$ cat config.mk
export PLATFORM = sky130hd
export DESIGN_NAME = srf_exec_unit
export DESIGN_NICKNAME = d
export VERILOG_FILES = /design/src/srf_pkg.sv /design/src/srf_flag_if.sv /design/src/srf_flag_unit.sv /design/src/srf_exec_unit.sv
export VERILOG_INCLUDE_DIRS = /design/src
export SDC_FILE = /design/constraint.sdc
export NUM_CORES = 1
export LEC_CHECK = 0
export BUFFER_PORTS_ARGS = -buffer_cell sky130_fd_sc_hd__buf_2
export CORE_MARGIN = 2
export CORE_UTILIZATION = 53
export CTS_BUF_LIST = sky130_fd_sc_hd__clkbuf_4
export CTS_CLUSTER_SIZE = 10
export DETAILED_ROUTE_END_ITERATION = 10
export GPL_ROUTABILITY_DRIVEN = 0
export HOLD_SLACK_MARGIN = 0.02
export PLACE_DENSITY = 0.9
export SLEW_MARGIN = 30
export SYNTH_ARGS = -nofsm -noshare
export SYNTH_HDL_FRONTEND = slang
export SYNTH_SLANG_ARGS = --single-unit
$ cat constraint.sdc
create_clock -name SYS_CLK_I -period 3.45 [get_ports SYS_CLK_I]
set_clock_uncertainty 0.15 [all_clocks]
set_input_delay 0.5175 -clock SYS_CLK_I [delete_from_list [all_inputs] [get_ports SYS_CLK_I]]
set_output_delay 0.5175 -clock SYS_CLK_I [all_outputs]
set_load 0.05 [all_outputs]
$ cat src/srf_defines.svh
// Constants for the subroutine and flag execution unit
`ifndef SRF_DEFINES_SVH
`define SRF_DEFINES_SVH
`define SRF_BIT_I 7
`define SRF_BIT_H 5
`define SRF_BIT_N 3
`define SRF_BIT_Z 2
`define SRF_BIT_V 1
`define SRF_BIT_C 0
`define SRF_CCR_RST 8'h80
`define SRF_PC_RST 16'h0000
`define SRF_SP_RST 16'hFF00
`define SRF_SP_STEP 16'h0002
`define SRF_LEN_SHORT 16'h0002
`define SRF_LEN_ABS 16'h0004
`define SRF_VEC_PAGE 8'h00
`define SRF_ST_CALL_REG 11'h006
`define SRF_ST_CALL_ABS 11'h008
`define SRF_ST_CALL_MEM 11'h008
`define SRF_ST_RET 11'h008
`define SRF_ST_RET_EXC 11'h00A
`define SRF_ST_SHORT 11'h002
`define SRF_ST_BM_BASE 11'h008
`define SRF_DEC_MAX 8'h99
`endif

$ cat src/srf_pkg.sv
// Types for the subroutine and flag execution unit
`default_nettype none
package srf_pkg;
	typedef enum logic [3:0] {
		OP_CALL_REG, OP_CALL_ABS, OP_CALL_MEM, OP_RET, OP_RET_EXC,
		OP_SLEEP, OP_LOAD_FLAGS_IMM, OP_LOAD_FLAGS_REG, OP_STORE_FLAGS,
		OP_AND_FLAGS, OP_OR_FLAGS, OP_XOR_FLAGS, OP_NOP, OP_BLOCK_MOVE
	} srf_op_t;
	typedef enum logic [2:0] {
		FOP_ADD_W, FOP_SUB_W, FOP_ADD_CARRY, FOP_SUB_BORROW,
		FOP_DEC_ADD, FOP_DEC_SUB, FOP_DIV_U
	} srf_fop_t;
	typedef enum logic [2:0] {
		PH_INT, PH_PUSH, PH_POPPC, PH_POPCCR, PH_VEC, PH_MOVE, PH_END
	} srf_ph_t;
endpackage
`default_nettype wire

$ cat src/srf_flag_if.sv
// Carrier between the sequencer and the flag unit
`timescale 1ns/10ps
`default_nettype none
interface srf_flag_if;
	srf_pkg::srf_fop_t op;
	logic [15:0]       a;
	logic [15:0]       b;
	logic [7:0]        ccr_in;
	logic [7:0]        ccr_out;
	modport cpu (output op, output a, output b, output ccr_in, input ccr_out);
	modport unit (input op, input a, input b, input ccr_in, output ccr_out);
endinterface
`default_nettype wire

$ cat src/srf_flag_unit.sv
// Flag update for word, extended, decimal and divide results
`timescale 1ns/10ps
`default_nettype none
`include "srf_defines.svh"
module srf_flag_unit (
	srf_flag_if.unit fl
);
	// Only the flags named per operation change; the rest come from the ALU elsewhere
	always_comb begin
		logic [12:0] hsum;
		logic [8:0]  ext;
		hsum = 13'h0000;
		ext = 9'h000;
		fl.ccr_out = fl.ccr_in;
		case (fl.op)
			srf_pkg::FOP_ADD_W: begin
				hsum = {1'b0, fl.a[11:0]} + {1'b0, fl.b[11:0]};
				fl.ccr_out[`SRF_BIT_H] = hsum[12];
			end
			srf_pkg::FOP_SUB_W: begin
				fl.ccr_out[`SRF_BIT_H] = (fl.a[11:0] < fl.b[11:0]);
			end
			srf_pkg::FOP_ADD_CARRY: begin
				ext = {1'b0, fl.a[7:0]} + {1'b0, fl.b[7:0]} + {8'h00, fl.ccr_in[`SRF_BIT_C]};
				if (ext[7:0] != 8'h00) begin
					fl.ccr_out[`SRF_BIT_Z] = 1'b0;
				end
			end
			srf_pkg::FOP_SUB_BORROW: begin
				ext = {1'b0, fl.a[7:0]} - {1'b0, fl.b[7:0]} - {8'h00, fl.ccr_in[`SRF_BIT_C]};
				if (ext[7:0] != 8'h00) begin
					fl.ccr_out[`SRF_BIT_Z] = 1'b0;
				end
			end
			srf_pkg::FOP_DEC_ADD: begin
				fl.ccr_out[`SRF_BIT_C] = fl.ccr_in[`SRF_BIT_C] | (fl.a[7:0] > `SRF_DEC_MAX);
			end
			srf_pkg::FOP_DEC_SUB: begin
				fl.ccr_out[`SRF_BIT_C] = fl.ccr_in[`SRF_BIT_C];
			end
			srf_pkg::FOP_DIV_U: begin
				fl.ccr_out[`SRF_BIT_N] = fl.b[7];
				// Zero divisor leaves Z as it was, which is one legal undefined value
				if (fl.b[7:0] != 8'h00) begin
					fl.ccr_out[`SRF_BIT_Z] = 1'b0;
				end
			end
			default: begin
				fl.ccr_out = fl.ccr_in;
			end
		endcase
	end
endmodule
`default_nettype wire

$ cat src/srf_exec_unit.sv
// Execution sequencer for calls, returns, sleep and flag transfers
`timescale 1ns/10ps
`default_nettype none
`include "srf_defines.svh"
module srf_exec_unit (
	input  wire logic              SYS_CLK_I,
	input  wire logic              RESETN_I,
	input  wire logic              INSTR_VALID_I,
	input  wire srf_pkg::srf_op_t  INSTR_OP_I,
	input  wire logic [15:0]       INSTR_IMM_I,
	input  wire logic [15:0]       INSTR_REG_I,
	input  wire logic [15:0]       BM_SRC_I,
	input  wire logic [15:0]       BM_DST_I,
	input  wire logic [7:0]        BM_COUNT_I,
	input  wire logic              WAKE_I,
	input  wire logic              FLAG_VALID_I,
	input  wire srf_pkg::srf_fop_t FLAG_OP_I,
	input  wire logic [15:0]       FLAG_A_I,
	input  wire logic [15:0]       FLAG_B_I,
	input  wire logic [15:0]       MEM_RDATA_I,
	input  wire logic              MEM_READY_I,
	output logic                   INSTR_READY_O,
	output logic                   DONE_O,
	output logic                   SLEEP_O,
	output logic [7:0]             CCR_O,
	output logic [15:0]            PC_O,
	output logic [15:0]            SP_O,
	output logic                   REG_WE_O,
	output logic [7:0]             REG_WDATA_O,
	output logic [15:0]            MEM_ADDR_O,
	output logic [15:0]            MEM_WDATA_O,
	output logic                   MEM_RD_O,
	output logic                   MEM_WR_O,
	output logic                   MEM_WORD_O
);
	// -------------------------
	// Declarations
	// -------------------------
	typedef enum logic [1:0] {S_IDLE, S_RUN, S_SLEEP} srf_st_t;

	srf_st_t           st_reg;
	srf_pkg::srf_op_t  op_reg;
	logic [2:0]        idx_reg;
	logic [1:0]        sub_reg;
	logic [7:0]        left_reg;
	logic [7:0]        bmc_reg;
	logic              nomove_reg;
	logic [15:0]       imm_reg;
	logic [15:0]       rn_reg;
	logic [15:0]       src_reg;
	logic [15:0]       dst_reg;
	logic [15:0]       vec_reg;
	logic [15:0]       ret_reg;
	logic [15:0]       pc_reg;
	logic [15:0]       sp_reg;
	logic [7:0]        ccr_reg;
	logic [10:0]       cnt_reg;
	logic              waited_reg;
	logic              done_reg;
	logic              sleep_reg;
	logic              ready_reg;
	logic              we_reg;
	logic [7:0]        wdat_reg;
	logic [15:0]       addr_reg;
	logic [15:0]       mwd_reg;
	logic              rd_reg;
	logic              wr_reg;
	logic              word_reg;
	srf_pkg::srf_ph_t  ph;
	srf_pkg::srf_ph_t  nph;
	logic              is_mem;
	logic              step;
	logic              pdone;
	logic              fin;
	logic              start;
	logic              flag_take;
	logic [1:0]        sub_next;
	logic [10:0]       exp_states;

	srf_flag_if fl ();

	srf_flag_unit u_flag (
		.fl (fl.unit)
	);

	assign fl.op     = FLAG_OP_I;
	assign fl.a      = FLAG_A_I;
	assign fl.b      = FLAG_B_I;
	assign fl.ccr_in = ccr_reg;

	// -------------------------
	// Phase schedule
	// -------------------------
	// Each phase is two states, a move phase four per byte; a memory phase stretches while MEM_READY_I is low
	function automatic srf_pkg::srf_ph_t phase_of(
		input srf_pkg::srf_op_t op,
		input logic [2:0]       ix,
		input logic             nm
	);
		phase_of = srf_pkg::PH_END;
		case (op)
			srf_pkg::OP_CALL_REG: begin
				if (ix == 3'h0 || ix == 3'h2) phase_of = srf_pkg::PH_INT;
				else if (ix == 3'h1) phase_of = srf_pkg::PH_PUSH;
			end
			srf_pkg::OP_CALL_ABS: begin
				if (ix == 3'h0 || ix == 3'h1 || ix == 3'h3) phase_of = srf_pkg::PH_INT;
				else if (ix == 3'h2) phase_of = srf_pkg::PH_PUSH;
			end
			srf_pkg::OP_CALL_MEM: begin
				if (ix == 3'h0 || ix == 3'h3) phase_of = srf_pkg::PH_INT;
				else if (ix == 3'h1) phase_of = srf_pkg::PH_VEC;
				else if (ix == 3'h2) phase_of = srf_pkg::PH_PUSH;
			end
			srf_pkg::OP_RET: begin
				if (ix == 3'h1) phase_of = srf_pkg::PH_POPPC;
				else if (ix <= 3'h3) phase_of = srf_pkg::PH_INT;
			end
			srf_pkg::OP_RET_EXC: begin
				if (ix == 3'h1) phase_of = srf_pkg::PH_POPCCR;
				else if (ix == 3'h2) phase_of = srf_pkg::PH_POPPC;
				else if (ix <= 3'h4) phase_of = srf_pkg::PH_INT;
			end
			srf_pkg::OP_BLOCK_MOVE: begin
				// A zero count drops only the move phase; the other four phases stay internal
				if (ix == 3'h2) phase_of = nm ? srf_pkg::PH_INT : srf_pkg::PH_MOVE;
				else if (ix == 3'h4) phase_of = nm ? srf_pkg::PH_END : srf_pkg::PH_INT;
				else if (ix <= 3'h3) phase_of = srf_pkg::PH_INT;
			end
			default: begin
				if (ix == 3'h0) phase_of = srf_pkg::PH_INT;
			end
		endcase
	endfunction

	always_comb begin
		ph = phase_of(op_reg, idx_reg, nomove_reg);
		is_mem = (ph != srf_pkg::PH_INT) && (ph != srf_pkg::PH_END);
		step = (st_reg == S_RUN) && sub_reg[0] && (!is_mem || MEM_READY_I);
		pdone = step && ((ph != srf_pkg::PH_MOVE) || (sub_reg == 2'h3 && left_reg == 8'h01));
		nph = pdone ? phase_of(op_reg, idx_reg + 3'h1, nomove_reg) : ph;
		fin = pdone && (nph == srf_pkg::PH_END);
		start = (st_reg == S_IDLE) && INSTR_VALID_I;
		flag_take = (st_reg == S_IDLE) && !INSTR_VALID_I && FLAG_VALID_I;
		if (pdone) sub_next = 2'h0;
		else if (!sub_reg[0] || step) sub_next = sub_reg + 2'h1;
		else sub_next = sub_reg;
	end

	// -------------------------
	// Control state
	// -------------------------
	always_ff @(posedge SYS_CLK_I) begin
		if (!RESETN_I) begin
			st_reg <= S_IDLE;
		end else begin
			case (st_reg)
				S_IDLE: if (start) st_reg <= S_RUN;
				S_RUN: begin
					if (fin) st_reg <= (op_reg == srf_pkg::OP_SLEEP) ? S_SLEEP : S_IDLE;
				end
				S_SLEEP: if (WAKE_I) st_reg <= S_IDLE;
				default: st_reg <= S_IDLE;
			endcase
		end
	end

	always_ff @(posedge SYS_CLK_I) begin
		if (!RESETN_I) begin
			idx_reg <= 3'h0;
			sub_reg <= 2'h0;
			left_reg <= 8'h00;
			src_reg <= 16'h0000;
			dst_reg <= 16'h0000;
		end else if (start) begin
			idx_reg <= 3'h0;
			sub_reg <= 2'h0;
			left_reg <= BM_COUNT_I;
			src_reg <= BM_SRC_I;
			dst_reg <= BM_DST_I;
		end else if (st_reg == S_RUN) begin
			sub_reg <= sub_next;
			if (pdone) idx_reg <= idx_reg + 3'h1;
			if (ph == srf_pkg::PH_MOVE && step && sub_reg == 2'h3) begin
				left_reg <= left_reg - 8'h01;
				src_reg <= src_reg + 16'h0001;
				dst_reg <= dst_reg + 16'h0001;
			end
		end
	end

	always_ff @(posedge SYS_CLK_I) begin
		if (!RESETN_I) begin
			op_reg <= srf_pkg::OP_NOP;
			imm_reg <= 16'h0000;
			rn_reg <= 16'h0000;
			ret_reg <= 16'h0000;
			bmc_reg <= 8'h00;
			nomove_reg <= 1'b1;
		end else if (start) begin
			op_reg <= INSTR_OP_I;
			imm_reg <= INSTR_IMM_I;
			rn_reg <= INSTR_REG_I;
			bmc_reg <= BM_COUNT_I;
			nomove_reg <= (BM_COUNT_I == 8'h00);
			// The absolute call is the only four-byte form here
			ret_reg <= pc_reg + ((INSTR_OP_I == srf_pkg::OP_CALL_ABS) ?
				`SRF_LEN_ABS : `SRF_LEN_SHORT);
		end
	end

	// -------------------------
	// Memory port
	// -------------------------
	// Requests are registered one edge ahead so that the pins come straight from flops
	always_ff @(posedge SYS_CLK_I) begin
		if (!RESETN_I || st_reg != S_RUN || fin) begin
			rd_reg <= 1'b0;
			wr_reg <= 1'b0;
			word_reg <= 1'b0;
			addr_reg <= 16'h0000;
			mwd_reg <= 16'h0000;
		end else begin
			rd_reg <= (nph == srf_pkg::PH_POPPC) || (nph == srf_pkg::PH_POPCCR) ||
				(nph == srf_pkg::PH_VEC) || (nph == srf_pkg::PH_MOVE && !sub_next[1]);
			wr_reg <= (nph == srf_pkg::PH_PUSH) || (nph == srf_pkg::PH_MOVE && sub_next[1]);
			word_reg <= (nph != srf_pkg::PH_MOVE) && (nph != srf_pkg::PH_INT);
			case (nph)
				srf_pkg::PH_PUSH: begin
					addr_reg <= {sp_reg[15:1] - 15'h0001, 1'b0};
					mwd_reg <= ret_reg;
				end
				srf_pkg::PH_POPPC, srf_pkg::PH_POPCCR: begin
					addr_reg <= {sp_reg[15:1], 1'b0};
				end
				srf_pkg::PH_VEC: begin
					addr_reg <= {`SRF_VEC_PAGE, imm_reg[7:1], 1'b0};
				end
				srf_pkg::PH_MOVE: begin
					addr_reg <= sub_next[1] ? dst_reg : src_reg;
					if (ph == srf_pkg::PH_MOVE && step && sub_reg == 2'h1) begin
						mwd_reg <= {8'h00, MEM_RDATA_I[7:0]};
					end
				end
				default: addr_reg <= 16'h0000;
			endcase
		end
	end

	always_ff @(posedge SYS_CLK_I) begin
		if (!RESETN_I) begin
			vec_reg <= 16'h0000;
		end else if (step && (ph == srf_pkg::PH_VEC || ph == srf_pkg::PH_POPPC)) begin
			vec_reg <= MEM_RDATA_I;
		end
	end

	// -------------------------
	// Program counter, stack and flags
	// -------------------------
	always_ff @(posedge SYS_CLK_I) begin
		if (!RESETN_I) begin
			sp_reg <= `SRF_SP_RST;
		end else if (step && ph == srf_pkg::PH_PUSH) begin
			sp_reg <= sp_reg - `SRF_SP_STEP;
		end else if (step && (ph == srf_pkg::PH_POPPC || ph == srf_pkg::PH_POPCCR)) begin
			sp_reg <= sp_reg + `SRF_SP_STEP;
		end
	end

	always_ff @(posedge SYS_CLK_I) begin
		if (!RESETN_I) begin
			pc_reg <= `SRF_PC_RST;
		end else if (fin) begin
			case (op_reg)
				srf_pkg::OP_CALL_REG: pc_reg <= rn_reg;
				srf_pkg::OP_CALL_ABS: pc_reg <= imm_reg;
				srf_pkg::OP_CALL_MEM: pc_reg <= vec_reg;
				srf_pkg::OP_RET: pc_reg <= vec_reg;
				srf_pkg::OP_RET_EXC: pc_reg <= vec_reg;
				default: pc_reg <= ret_reg;
			endcase
		end
	end

	always_ff @(posedge SYS_CLK_I) begin
		if (!RESETN_I) begin
			ccr_reg <= `SRF_CCR_RST;
		end else if (step && ph == srf_pkg::PH_POPCCR) begin
			ccr_reg <= MEM_RDATA_I[7:0];
		end else if (fin) begin
			case (op_reg)
				srf_pkg::OP_LOAD_FLAGS_IMM: ccr_reg <= imm_reg[7:0];
				srf_pkg::OP_LOAD_FLAGS_REG: ccr_reg <= rn_reg[7:0];
				srf_pkg::OP_AND_FLAGS: ccr_reg <= ccr_reg & imm_reg[7:0];
				srf_pkg::OP_OR_FLAGS: ccr_reg <= ccr_reg | imm_reg[7:0];
				srf_pkg::OP_XOR_FLAGS: ccr_reg <= ccr_reg ^ imm_reg[7:0];
				default: ccr_reg <= ccr_reg;
			endcase
		end else if (flag_take) begin
			ccr_reg <= fl.ccr_out;
		end
	end

	// -------------------------
	// Status outputs
	// -------------------------
	always_ff @(posedge SYS_CLK_I) begin
		if (!RESETN_I) begin
			done_reg <= 1'b0;
			sleep_reg <= 1'b0;
			ready_reg <= 1'b0;
			we_reg <= 1'b0;
			wdat_reg <= 8'h00;
		end else begin
			done_reg <= fin;
			// Mirrors the next sleep state so the pin comes from a flop
			sleep_reg <= (fin && op_reg == srf_pkg::OP_SLEEP) ||
				(st_reg == S_SLEEP && !WAKE_I);
			ready_reg <= (st_reg == S_IDLE && !INSTR_VALID_I) ||
				(fin && op_reg != srf_pkg::OP_SLEEP) || (st_reg == S_SLEEP && WAKE_I);
			we_reg <= fin && (op_reg == srf_pkg::OP_STORE_FLAGS);
			if (fin && op_reg == srf_pkg::OP_STORE_FLAGS) wdat_reg <= ccr_reg;
		end
	end

	assign INSTR_READY_O = ready_reg;
	assign DONE_O        = done_reg;
	assign SLEEP_O       = sleep_reg;
	assign CCR_O         = ccr_reg;
	assign PC_O          = pc_reg;
	assign SP_O          = sp_reg;
	assign REG_WE_O      = we_reg;
	assign REG_WDATA_O   = wdat_reg;
	assign MEM_ADDR_O    = addr_reg;
	assign MEM_WDATA_O   = mwd_reg;
	assign MEM_RD_O      = rd_reg;
	assign MEM_WR_O      = wr_reg;
	assign MEM_WORD_O    = word_reg;

	// -------------------------
	// Checks
	// -------------------------
	always_ff @(posedge SYS_CLK_I) begin
		if (!RESETN_I || start) begin
			cnt_reg <= 11'h001;
			waited_reg <= 1'b0;
		end else if (st_reg == S_RUN) begin
			cnt_reg <= cnt_reg + 11'h001;
			if (is_mem && sub_reg[0] && !MEM_READY_I) waited_reg <= 1'b1;
		end
	end

	always_comb begin
		case (op_reg)
			srf_pkg::OP_CALL_REG: exp_states = `SRF_ST_CALL_REG;
			srf_pkg::OP_CALL_ABS: exp_states = `SRF_ST_CALL_ABS;
			srf_pkg::OP_CALL_MEM: exp_states = `SRF_ST_CALL_MEM;
			srf_pkg::OP_RET: exp_states = `SRF_ST_RET;
			srf_pkg::OP_RET_EXC: exp_states = `SRF_ST_RET_EXC;
			srf_pkg::OP_BLOCK_MOVE: exp_states = {1'b0, bmc_reg, 2'b00} + `SRF_ST_BM_BASE;
			default: exp_states = `SRF_ST_SHORT;
		endcase
	end

	state_count_a: assert property (@(posedge SYS_CLK_I) disable iff (!RESETN_I)
		fin && !waited_reg |-> cnt_reg == exp_states)
		else $error("instruction state count wrong");
	call_reg_states_a: assert property (@(posedge SYS_CLK_I) disable iff (!RESETN_I)
		start && INSTR_OP_I == srf_pkg::OP_CALL_REG && MEM_READY_I ##1 MEM_READY_I [*5]
		|-> ##2 DONE_O && PC_O == $past(rn_reg) && $stable(CCR_O))
		else $error("register call timing or target wrong");
	call_abs_target_a: assert property (@(posedge SYS_CLK_I) disable iff (!RESETN_I)
		fin && op_reg == srf_pkg::OP_CALL_ABS |=> PC_O == $past(imm_reg) && SP_O == $past(SP_O))
		else $error("absolute call target wrong");
	call_mem_target_a: assert property (@(posedge SYS_CLK_I) disable iff (!RESETN_I)
		step && ph == srf_pkg::PH_VEC ##1 MEM_READY_I [*3] |=> fin ##1 PC_O == $past(MEM_RDATA_I, 5))
		else $error("vector call target wrong");
	ret_flags_a: assert property (@(posedge SYS_CLK_I) disable iff (!RESETN_I)
		st_reg == S_RUN && op_reg == srf_pkg::OP_RET |=> $stable(CCR_O))
		else $error("return changed flags");
	ret_exc_flags_a: assert property (@(posedge SYS_CLK_I) disable iff (!RESETN_I)
		step && ph == srf_pkg::PH_POPCCR |=> CCR_O == $past(MEM_RDATA_I[7:0]) && SP_O == $past(SP_O) + 16'h0002)
		else $error("exception return flags wrong");
	sleep_entry_a: assert property (@(posedge SYS_CLK_I) disable iff (!RESETN_I)
		start && INSTR_OP_I == srf_pkg::OP_SLEEP |-> ##3 SLEEP_O && $stable(CCR_O))
		else $error("sleep not entered after two states");
	load_flags_a: assert property (@(posedge SYS_CLK_I) disable iff (!RESETN_I)
		start && INSTR_OP_I == srf_pkg::OP_LOAD_FLAGS_IMM |-> ##3 CCR_O == $past(INSTR_IMM_I[7:0], 3))
		else $error("immediate flag load wrong");
	store_flags_a: assert property (@(posedge SYS_CLK_I) disable iff (!RESETN_I)
		fin && op_reg == srf_pkg::OP_STORE_FLAGS |=> REG_WE_O && REG_WDATA_O == CCR_O && !$past(REG_WE_O))
		else $error("flag store wrong");
	nop_step_a: assert property (@(posedge SYS_CLK_I) disable iff (!RESETN_I)
		fin && op_reg == srf_pkg::OP_NOP |=> PC_O == $past(PC_O) + 16'h0002 && $stable(SP_O))
		else $error("no-operation changed state");
	stack_even_a: assert property (@(posedge SYS_CLK_I) disable iff (!RESETN_I)
		MEM_WORD_O |-> !MEM_ADDR_O[0] && (MEM_RD_O || MEM_WR_O))
		else $error("stack word at odd address");
endmodule
`default_nettype wire

== Word-level counts from Yosys, hierarchy flattened ==
Index checks and enable logic that the tools add are counted.
Operators by class
  add/subtract/negate cells: 14
  $lt $le $gt $ge: 6
  equal/unequal tests: 55
  multiplexer cells: 68
  bitwise gates (word level): 5
  reductions and logical operators: 88
Operator list (number)
  2-to-1 mux 16 bit: 10
  2-to-1 mux 3 bit: 32
  one-hot mux 16 bit (4 select lines): 1
  one-hot mux 16 bit (3 select lines): 1
  2-to-1 mux 8 bit: 5
  one-hot mux 8 bit (5 select lines): 1
  one-hot mux 3 bit (6 select lines): 2
  adder 16 x 1 -> 16 bit (second input constant): 2
  one-hot mux 16 bit (2 select lines): 1
  == test 3 x 2 -> 1 bit (second input constant): 10
  == test 3 bit (second input constant): 9
  logical AND 1 bit: 24
  nonzero test 8 bit: 3
  logical OR 1 bit: 22
  == test 4 bit (second input constant): 5
  adder 16 x 2 -> 16 bit (second input constant): 1
  adder 16 x 3 -> 16 bit: 1
  == test 4 x 3 -> 1 bit (second input constant): 4
  inequality test 4 x 3 -> 1 bit (second input constant): 4
  subtractor 16 x 2 -> 16 bit (second input constant): 1
  == test 3 x 1 -> 1 bit (second input constant): 5
  nonzero test 3 bit: 5
  subtractor 15 x 1 -> 15 bit (second input constant): 1
  adder 12 x 12 -> 13 bit: 1
  other kinds (45): 85
Word-level totals
  flip-flop bits (word level): 203
  bits of input ports: 133
  output and inout port bits: 87
  word-level logic and storage cells: 266

== Logic depth before layout (Yosys ltp) ==
  word-level depth: 17
  gate-level depth with buffers: 16
  mapped depth without buffers: 15

== Hierarchy ==
From an unflattened synthesis, not the netlist that was laid out.
Second synthesis, totals
  cell total of the unflattened synthesis: 1560
  area total of the unflattened synthesis: 12468.2 sq um
By module, submodules not included
  srf_exec_unit: instances 1, cells an instance 1368, area each 11054.4 sq um, sequential area each 4043.9 sq um
  srf_flag_unit: instances 1, cells an instance 192, area each 1413.9 sq um, sequential area each 0.0 sq um

== Worst setup path after synthesis ==
No wires, ideal clock.
  path type: register to register
  start point: register sp_reg[1] (netlist: SP_O[1])
  end point: register sp_reg[15] (netlist: SP_O[15])
  library setup time: 0.064 ns
  data arrival time: 3.576 ns
  required time: 3.236 ns
  slack: -0.340 ns
  cell stages (with the launch flop): 13
  clock period less this slack: 3.790 ns
  cell sequence: dfxtp_1 -> inv_1 -> ha_1 -> or3b_2 -> or3_1 -> or3_1 -> clkbuf_1 -> or4_4 -> or4_1 -> nor2_1 -> a21oi_1 -> or3_1 -> nand3_1
On the way
  cells in the longest elaborated chain, start to end: 3
  elaborated cells between the ends (all ways): 4
Ends and longest elaborated chain
  start, declared: line srf_exec_unit.sv:55  | logic [15:0] sp_reg;
  start signal, assigned: line srf_exec_unit.sv:263  | sp_reg <= `SRF_SP_RST;
  start signal, assigned: line srf_exec_unit.sv:265  | sp_reg <= sp_reg - `SRF_SP_STEP;
  start signal, assigned: line srf_exec_unit.sv:267  | sp_reg <= sp_reg + `SRF_SP_STEP;
  adder 16 x 2 -> 16 bit (no line)
  2-to-1 mux 16 bit: line srf_exec_unit.sv:266  | end else if (step && (ph == srf_pkg::PH_POPPC || ph == srf_pkg::PH_POPCCR)) begin
  2-to-1 mux 16 bit (*): line srf_exec_unit.sv:264  | end else if (step && ph == srf_pkg::PH_PUSH) begin
Every way passes the cells marked *; elsewhere a longest branch is shown, timed or not. The select of a mux whose other input is x is not followed.
A chain may end at the register's enable or synchronous reset.

== Worst setup path after layout ==
  start point: register op_reg[2]
  end point: register addr_reg[0] (netlist: MEM_ADDR_O[0])
On the way
  cells in the longest elaborated chain, start to end: 12
  elaborated cells between the ends (all ways): 32
Ends and longest elaborated chain
  start, declared: line srf_exec_unit.sv:42  | srf_pkg::srf_op_t op_reg;
  start signal, assigned: line srf_exec_unit.sv:194  | op_reg <= srf_pkg::OP_NOP;
  == test 4 bit (tied with other cells): line srf_exec_unit.sv:101  | case (op)
  one-hot mux 3 bit (6 select lines): line srf_exec_unit.sv:101
  inequality test 3 bit / nonzero test 3 bit (equally long branches): line srf_exec_unit.sv:138  | is_mem = (ph != srf_pkg::PH_INT) && (ph != srf_pkg::PH_END);
  logical AND 1 bit: line srf_exec_unit.sv:138
  zero test 1 bit: line srf_exec_unit.sv:139  | step = (st_reg == S_RUN) && sub_reg[0] && (!is_mem || MEM_READY_I);
  logical OR 1 bit: line srf_exec_unit.sv:139
  logical AND 1 bit: line srf_exec_unit.sv:139
  logical AND 1 bit / logical OR 1 bit (equally long branches): line srf_exec_unit.sv:140, srf_exec_unit.sv:146
  2-to-1 mux 3 bit / 2-to-1 mux 2 bit (equally long branches): line srf_exec_unit.sv:141, srf_exec_unit.sv:146
  == test 3 x 2 -> 1 bit (tied with other cells): line srf_exec_unit.sv:228  | case (nph)
  OR reduction 2 bit (tied with other cells): line srf_exec_unit.sv:228
  one-hot mux 16 bit (4 select lines) / logical OR 1 bit (equally long branches): line srf_exec_unit.sv:228, srf_exec_unit.sv:217
  end signal, assigned: line srf_exec_unit.sv:230  | addr_reg <= {sp_reg[15:1] - 15'h0001, 1'b0};
  end signal, assigned: line srf_exec_unit.sv:234  | addr_reg <= {sp_reg[15:1], 1'b0};
  end signal, assigned: line srf_exec_unit.sv:237  | addr_reg <= {`SRF_VEC_PAGE, imm_reg[7:1], 1'b0};
  end, declared: line srf_exec_unit.sv:64  | logic [15:0] addr_reg;
Parallel ways exist; a longest one is shown, timed or not. The select of a mux whose other input is x is not followed.

==> results.json <==
{
  "count_of_port_buffers_added_during_placement": 210,
  "clock-root-buffer": "clkbuf_4",
  "synth.cell_area_um2": 12100,
  "dp_cells": 2041,
  "crit_top_cell": "buf_4",
  "fillCellCount": 1549,
  "finalNetCount": 2132,
  "drc": 0,
  "synth-warning-count": 0,
  "static-leakage-power_uw": 0.00658,
  "category_of_the_worst_setup_path_launch_point": "register",
  "grt_max_degree": 77,
  "clock_pin_transition_on_the_worst_setup_and_hold_timing_paths_ns": 0.08,
  "die_width_um": 155,
  "grt_first_pass_wirelength_um": 65800,
  "yosys.cell_types.count": 85,
  "insertion_delay_ns": 0.74,
  "cpLargestDelayFamily": "simple AND/OR/NAND/NOR gates",
  "multi_input_comb_area_um2": 7930,
  "crit_buf_inv": 3,
  "worstHoldPathType": "input pin to register",
  "critPathMaxStageDelay_ns": 0.38,
  "synth-async-reset-ratio_pct": 0,
  "ff_latch_area_um2": 4060,
  "ys_dominant_reg_cell": "dfxtp_1",
  "power.share.clock_pct": 34.3,
  "synth_area_per_cell_um2": 7.86,
  "rsz0062_at_grt": "yes",
  "tritoncts_clock_tree": "built",
  "drtPass1Iterations": 9,
  "post_route_antenna_net_violation_count": 0,
  "layout_worst_path_cycle_share_pct": 104,
  "drv_slew": 0,
  "path_max_fanout": 9,
  "timing.max_cap.violations": 0,
  "failed_checks": "setup timing",
  "initial_utilization_pct": 53.7,
  "overflow": 0,
  "design.portCount": 220,
  "outcome": "finished with violations",
  "slowest_stage": "a2111oi_4",
  "count_of_final_hold_check_violations": 0,
  "postRouteWirelength_um": 44300,
  "tightest_slew_ns": 0.867,
  "crit_required_ns": 3.92,
  "power_per_cell_area_nw_per_um2": 363,
  "combinationalPowerShare_pct": 22.3,
  "finalWorstSetupSlack_ns": -0.141,
  "routed_wire_length_per_instance_um": 19.7,
  "crit_path_end_kind": "register",
  "layout_area_overhead_pct": 34.8,
  "detailedPlace.worstSlack_ns": -0.290,
  "critical_path_class": "register to register",
  "timing.critical_path.cells": "buf_4, nor4b_4, nor3b_4, nor3_1, o22a_1, buf_4, o31ai_4, nand3b_1, nand2_1, buf_4, nand2_1, a21o_4, a2111oi_4",
  "synth_fp_nets": 1750,
  "detailedPlacementHpwl_um": 27800,
  "antenna_violations_before_repair": 4,
  "maximum_operating_frequency_mhz": 278,
  "tritoncts.num_buffers": 52,
  "part_of_the_power_in_registers_pct": 43.4,
  "core-area_um2": 22600,
  "pint_uw": 3970,
  "cts_sinks": 202,
  "number_of_vias_in_the_routed_layout": 13977,
  "htreeDepth": 2,
  "cp_arrival_ns": 4.06,
  "drive_gt1_share_pct": 27.2,
  "power_switching_share_pct": 33.0,
  "ctsLongestPathBuffers": 3,
  "synth_edf_count": 0,
  "final.min_clock_period_ns": 3.59,
  "floorplan.rows": 55,
  "final_total_pwr_uw": 5920,
  "instances_no_fill": 2246,
  "grt_use_total_pct": 33.4,
  "route.detailed.vias_per_inst": 6.22,
  "floorplan.die.height_um": 155,
  "synth-seq-cells": 202,
  "final-setup-viol-count": 17,
  "switching_power_uw": 1950,
  "floorplan.die_area_um2": 24100,
  "synth.yosys.seq_area_share_pct": 33.4,
  "drt_iter0_drc": 1940,
  "syn-instance-count": 1543,
  "first_global_vias": 13244,
  "final_sum_of_negative_setup_slack_ns": -0.644,
  "slew_headroom_pct": 41.4,
  "peakVddDrop_uv": 230
}
## path summary, 6_finish.rpt
path | startpoint | endpoint | slack [ns] | cells past startpoint
max | op_reg[2]$_SDFFE_PN1P_ | MEM_ADDR_O[0]$_SDFF_PP0_ | -0.14 | 13
min | RESETN_I | SP_O[14]$_SDFFE_PN1P_ | 0.11 | 3
max reg2reg | op_reg[2]$_SDFFE_PN1P_ | MEM_ADDR_O[0]$_SDFF_PP0_ | -0.14 | 13
min reg2reg | vec_reg[4]$_SDFFE_PN0P_ | vec_reg[4]$_SDFFE_PN0P_ | 0.30 | 2
## cell type report
class	instances	area share, %
Inverter	76	1.78
Clock buffer	72	3.31
Timing Repair Buffer	425	18.8
Antenna cell	3	0.0460
Multi-Input combinational cell	1168	48.6
Tap cell	285	2.18
Clock inverter	15	0.475
Sequential cell	202	24.8
## Yosys cell counts (5+ instances only)
cell      instances  share of area [%]
o211ai_1          8               0.50
nor4_1            9               0.46
o21ai_0          56                2.3
or3_1            30                1.5
nand4_1          20                1.0
or4_1             5               0.31
nand2b_1         18               0.93
nand3b_1          6               0.37
and3_1           14               0.72
a222oi_1         16                1.3
xor2_1           31                2.2
nor2b_1           6               0.31
inv_1            76                2.4
a32oi_1           5               0.36
a211oi_1         58                3.6
o21a_1            5               0.31
o21bai_1          6               0.37
nand2_1         217                6.7
a21o_1           13               0.81
a311oi_1         24                1.7
buf_1             8               0.25
xnor2_1          30                2.2
nor2_1          168                5.2
and2_1            8               0.41
and4_1            5               0.36
mux2_1            8               0.74
mux2_2            7               0.65
a31oi_1          19               0.98
ha_1             69                7.1
nand3_1          33                1.4
dfxtp_1         202                 33
nor3_1           28                1.2
a22oi_1          25                1.5
clkbuf_1         71                2.2
fa_1              5               0.83
buf_2            14               0.58
a21oi_1         122                5.0
o31ai_1           5               0.31
mux2i_1          13                1.1
## cell families after synthesis
| group | Yosys count | synth area share [%] |
|---|---|---|
| adder cells (fa/ha/maj) | 74 | 7.95 |
| buffers and inverters | 173 | 5.72 |
| AND/OR/NAND/NOR | 594 | 22.9 |
| multiplexers | 28 | 2.47 |
| XOR/XNOR | 61 | 4.41 |
| other | 1 | 0.0309 |
| AO/OA/AOI/OAI | 410 | 23.1 |
| flip-flops | 202 | 33.4 |
## tightest hold or removal path, delay by kind of cell
kind	cells	cell delay (ns)
and+or+nand+nor	1	0.08
buffers and inverters	2	0.35
## per-stage QoR
step	util (%)	hold WS [ns]	instance area, um2
finish	72.4	0.109	16300
global route	72.4	0.0960	16300
CTS	69.6	0.0790	15700
detailed placement	62.4	0.294	14100
global placement	62.4	0.289	14100
floorplan	-	0.282	12200
## power groups by stage
stage / clock network (uW) / logic (uW) / registers [uW]
6_report: 2030 / 1320 / 2570
5_1_grt: 2170 / 1400 / 2580
4_1_cts: 2020 / 1150 / 2560
3_5_place_dp: 0 / 1050 / 2610
3_3_place_gp: 0 / 1020 / 2600
2_1_floorplan: 0 / 650 / 2610
## cells in the final DEF, fill, tap and decap left out, types with 7 or more instances in the layout
cell type / n
a211oi_1: 56
o21ai_0: 51
xnor2_1: 30
nand2b_1: 17
dfxtp_2: 7
ha_1: 61
and3_1: 13
buf_4: 105
inv_1: 72
nand4_1: 20
buf_12: 11
mux2i_1: 13
o211ai_1: 8
xor2_1: 31
buf_2: 210
a311oi_1: 24
a31oi_1: 17
nand2_1: 214
a21o_1: 12
clkinv_1: 11
a22oi_2: 7
clkbuf_4: 72
nor2_1: 165
a222oi_1: 16
or3_1: 26
nand3_1: 29
a21oi_2: 8
nor3_1: 26
a21oi_1: 115
mux2_4: 10
dfxtp_1: 194
dlygate4sd3_1: 93
a22oi_1: 18
## metal layers
| metal | up-vias | track usage, % | part of all wire [%] |
|---|---|---|---|
| li1 | 6311 | - | - |
| met1 | 6403 | 40.3 | 37 |
| met2 | 998 | 56.3 | 47 |
| met3 | 261 | 7.47 | 11 |
| met4 | 4 | 16.4 | 5.9 |
| met5 | - | 0 | 0.052 |
## what timing repair did
action                                  in CTS  in global routing
buffers inserted                             4                 17
endpoints found under the setup margin      57                 78
resized for setup                           14                101
pin swaps                                    3                 31
hold buffers                                93                  0
hold endpoints to repair                   100                  0
gates cloned                                 0                  1
(Power assumes the default switching activity.)
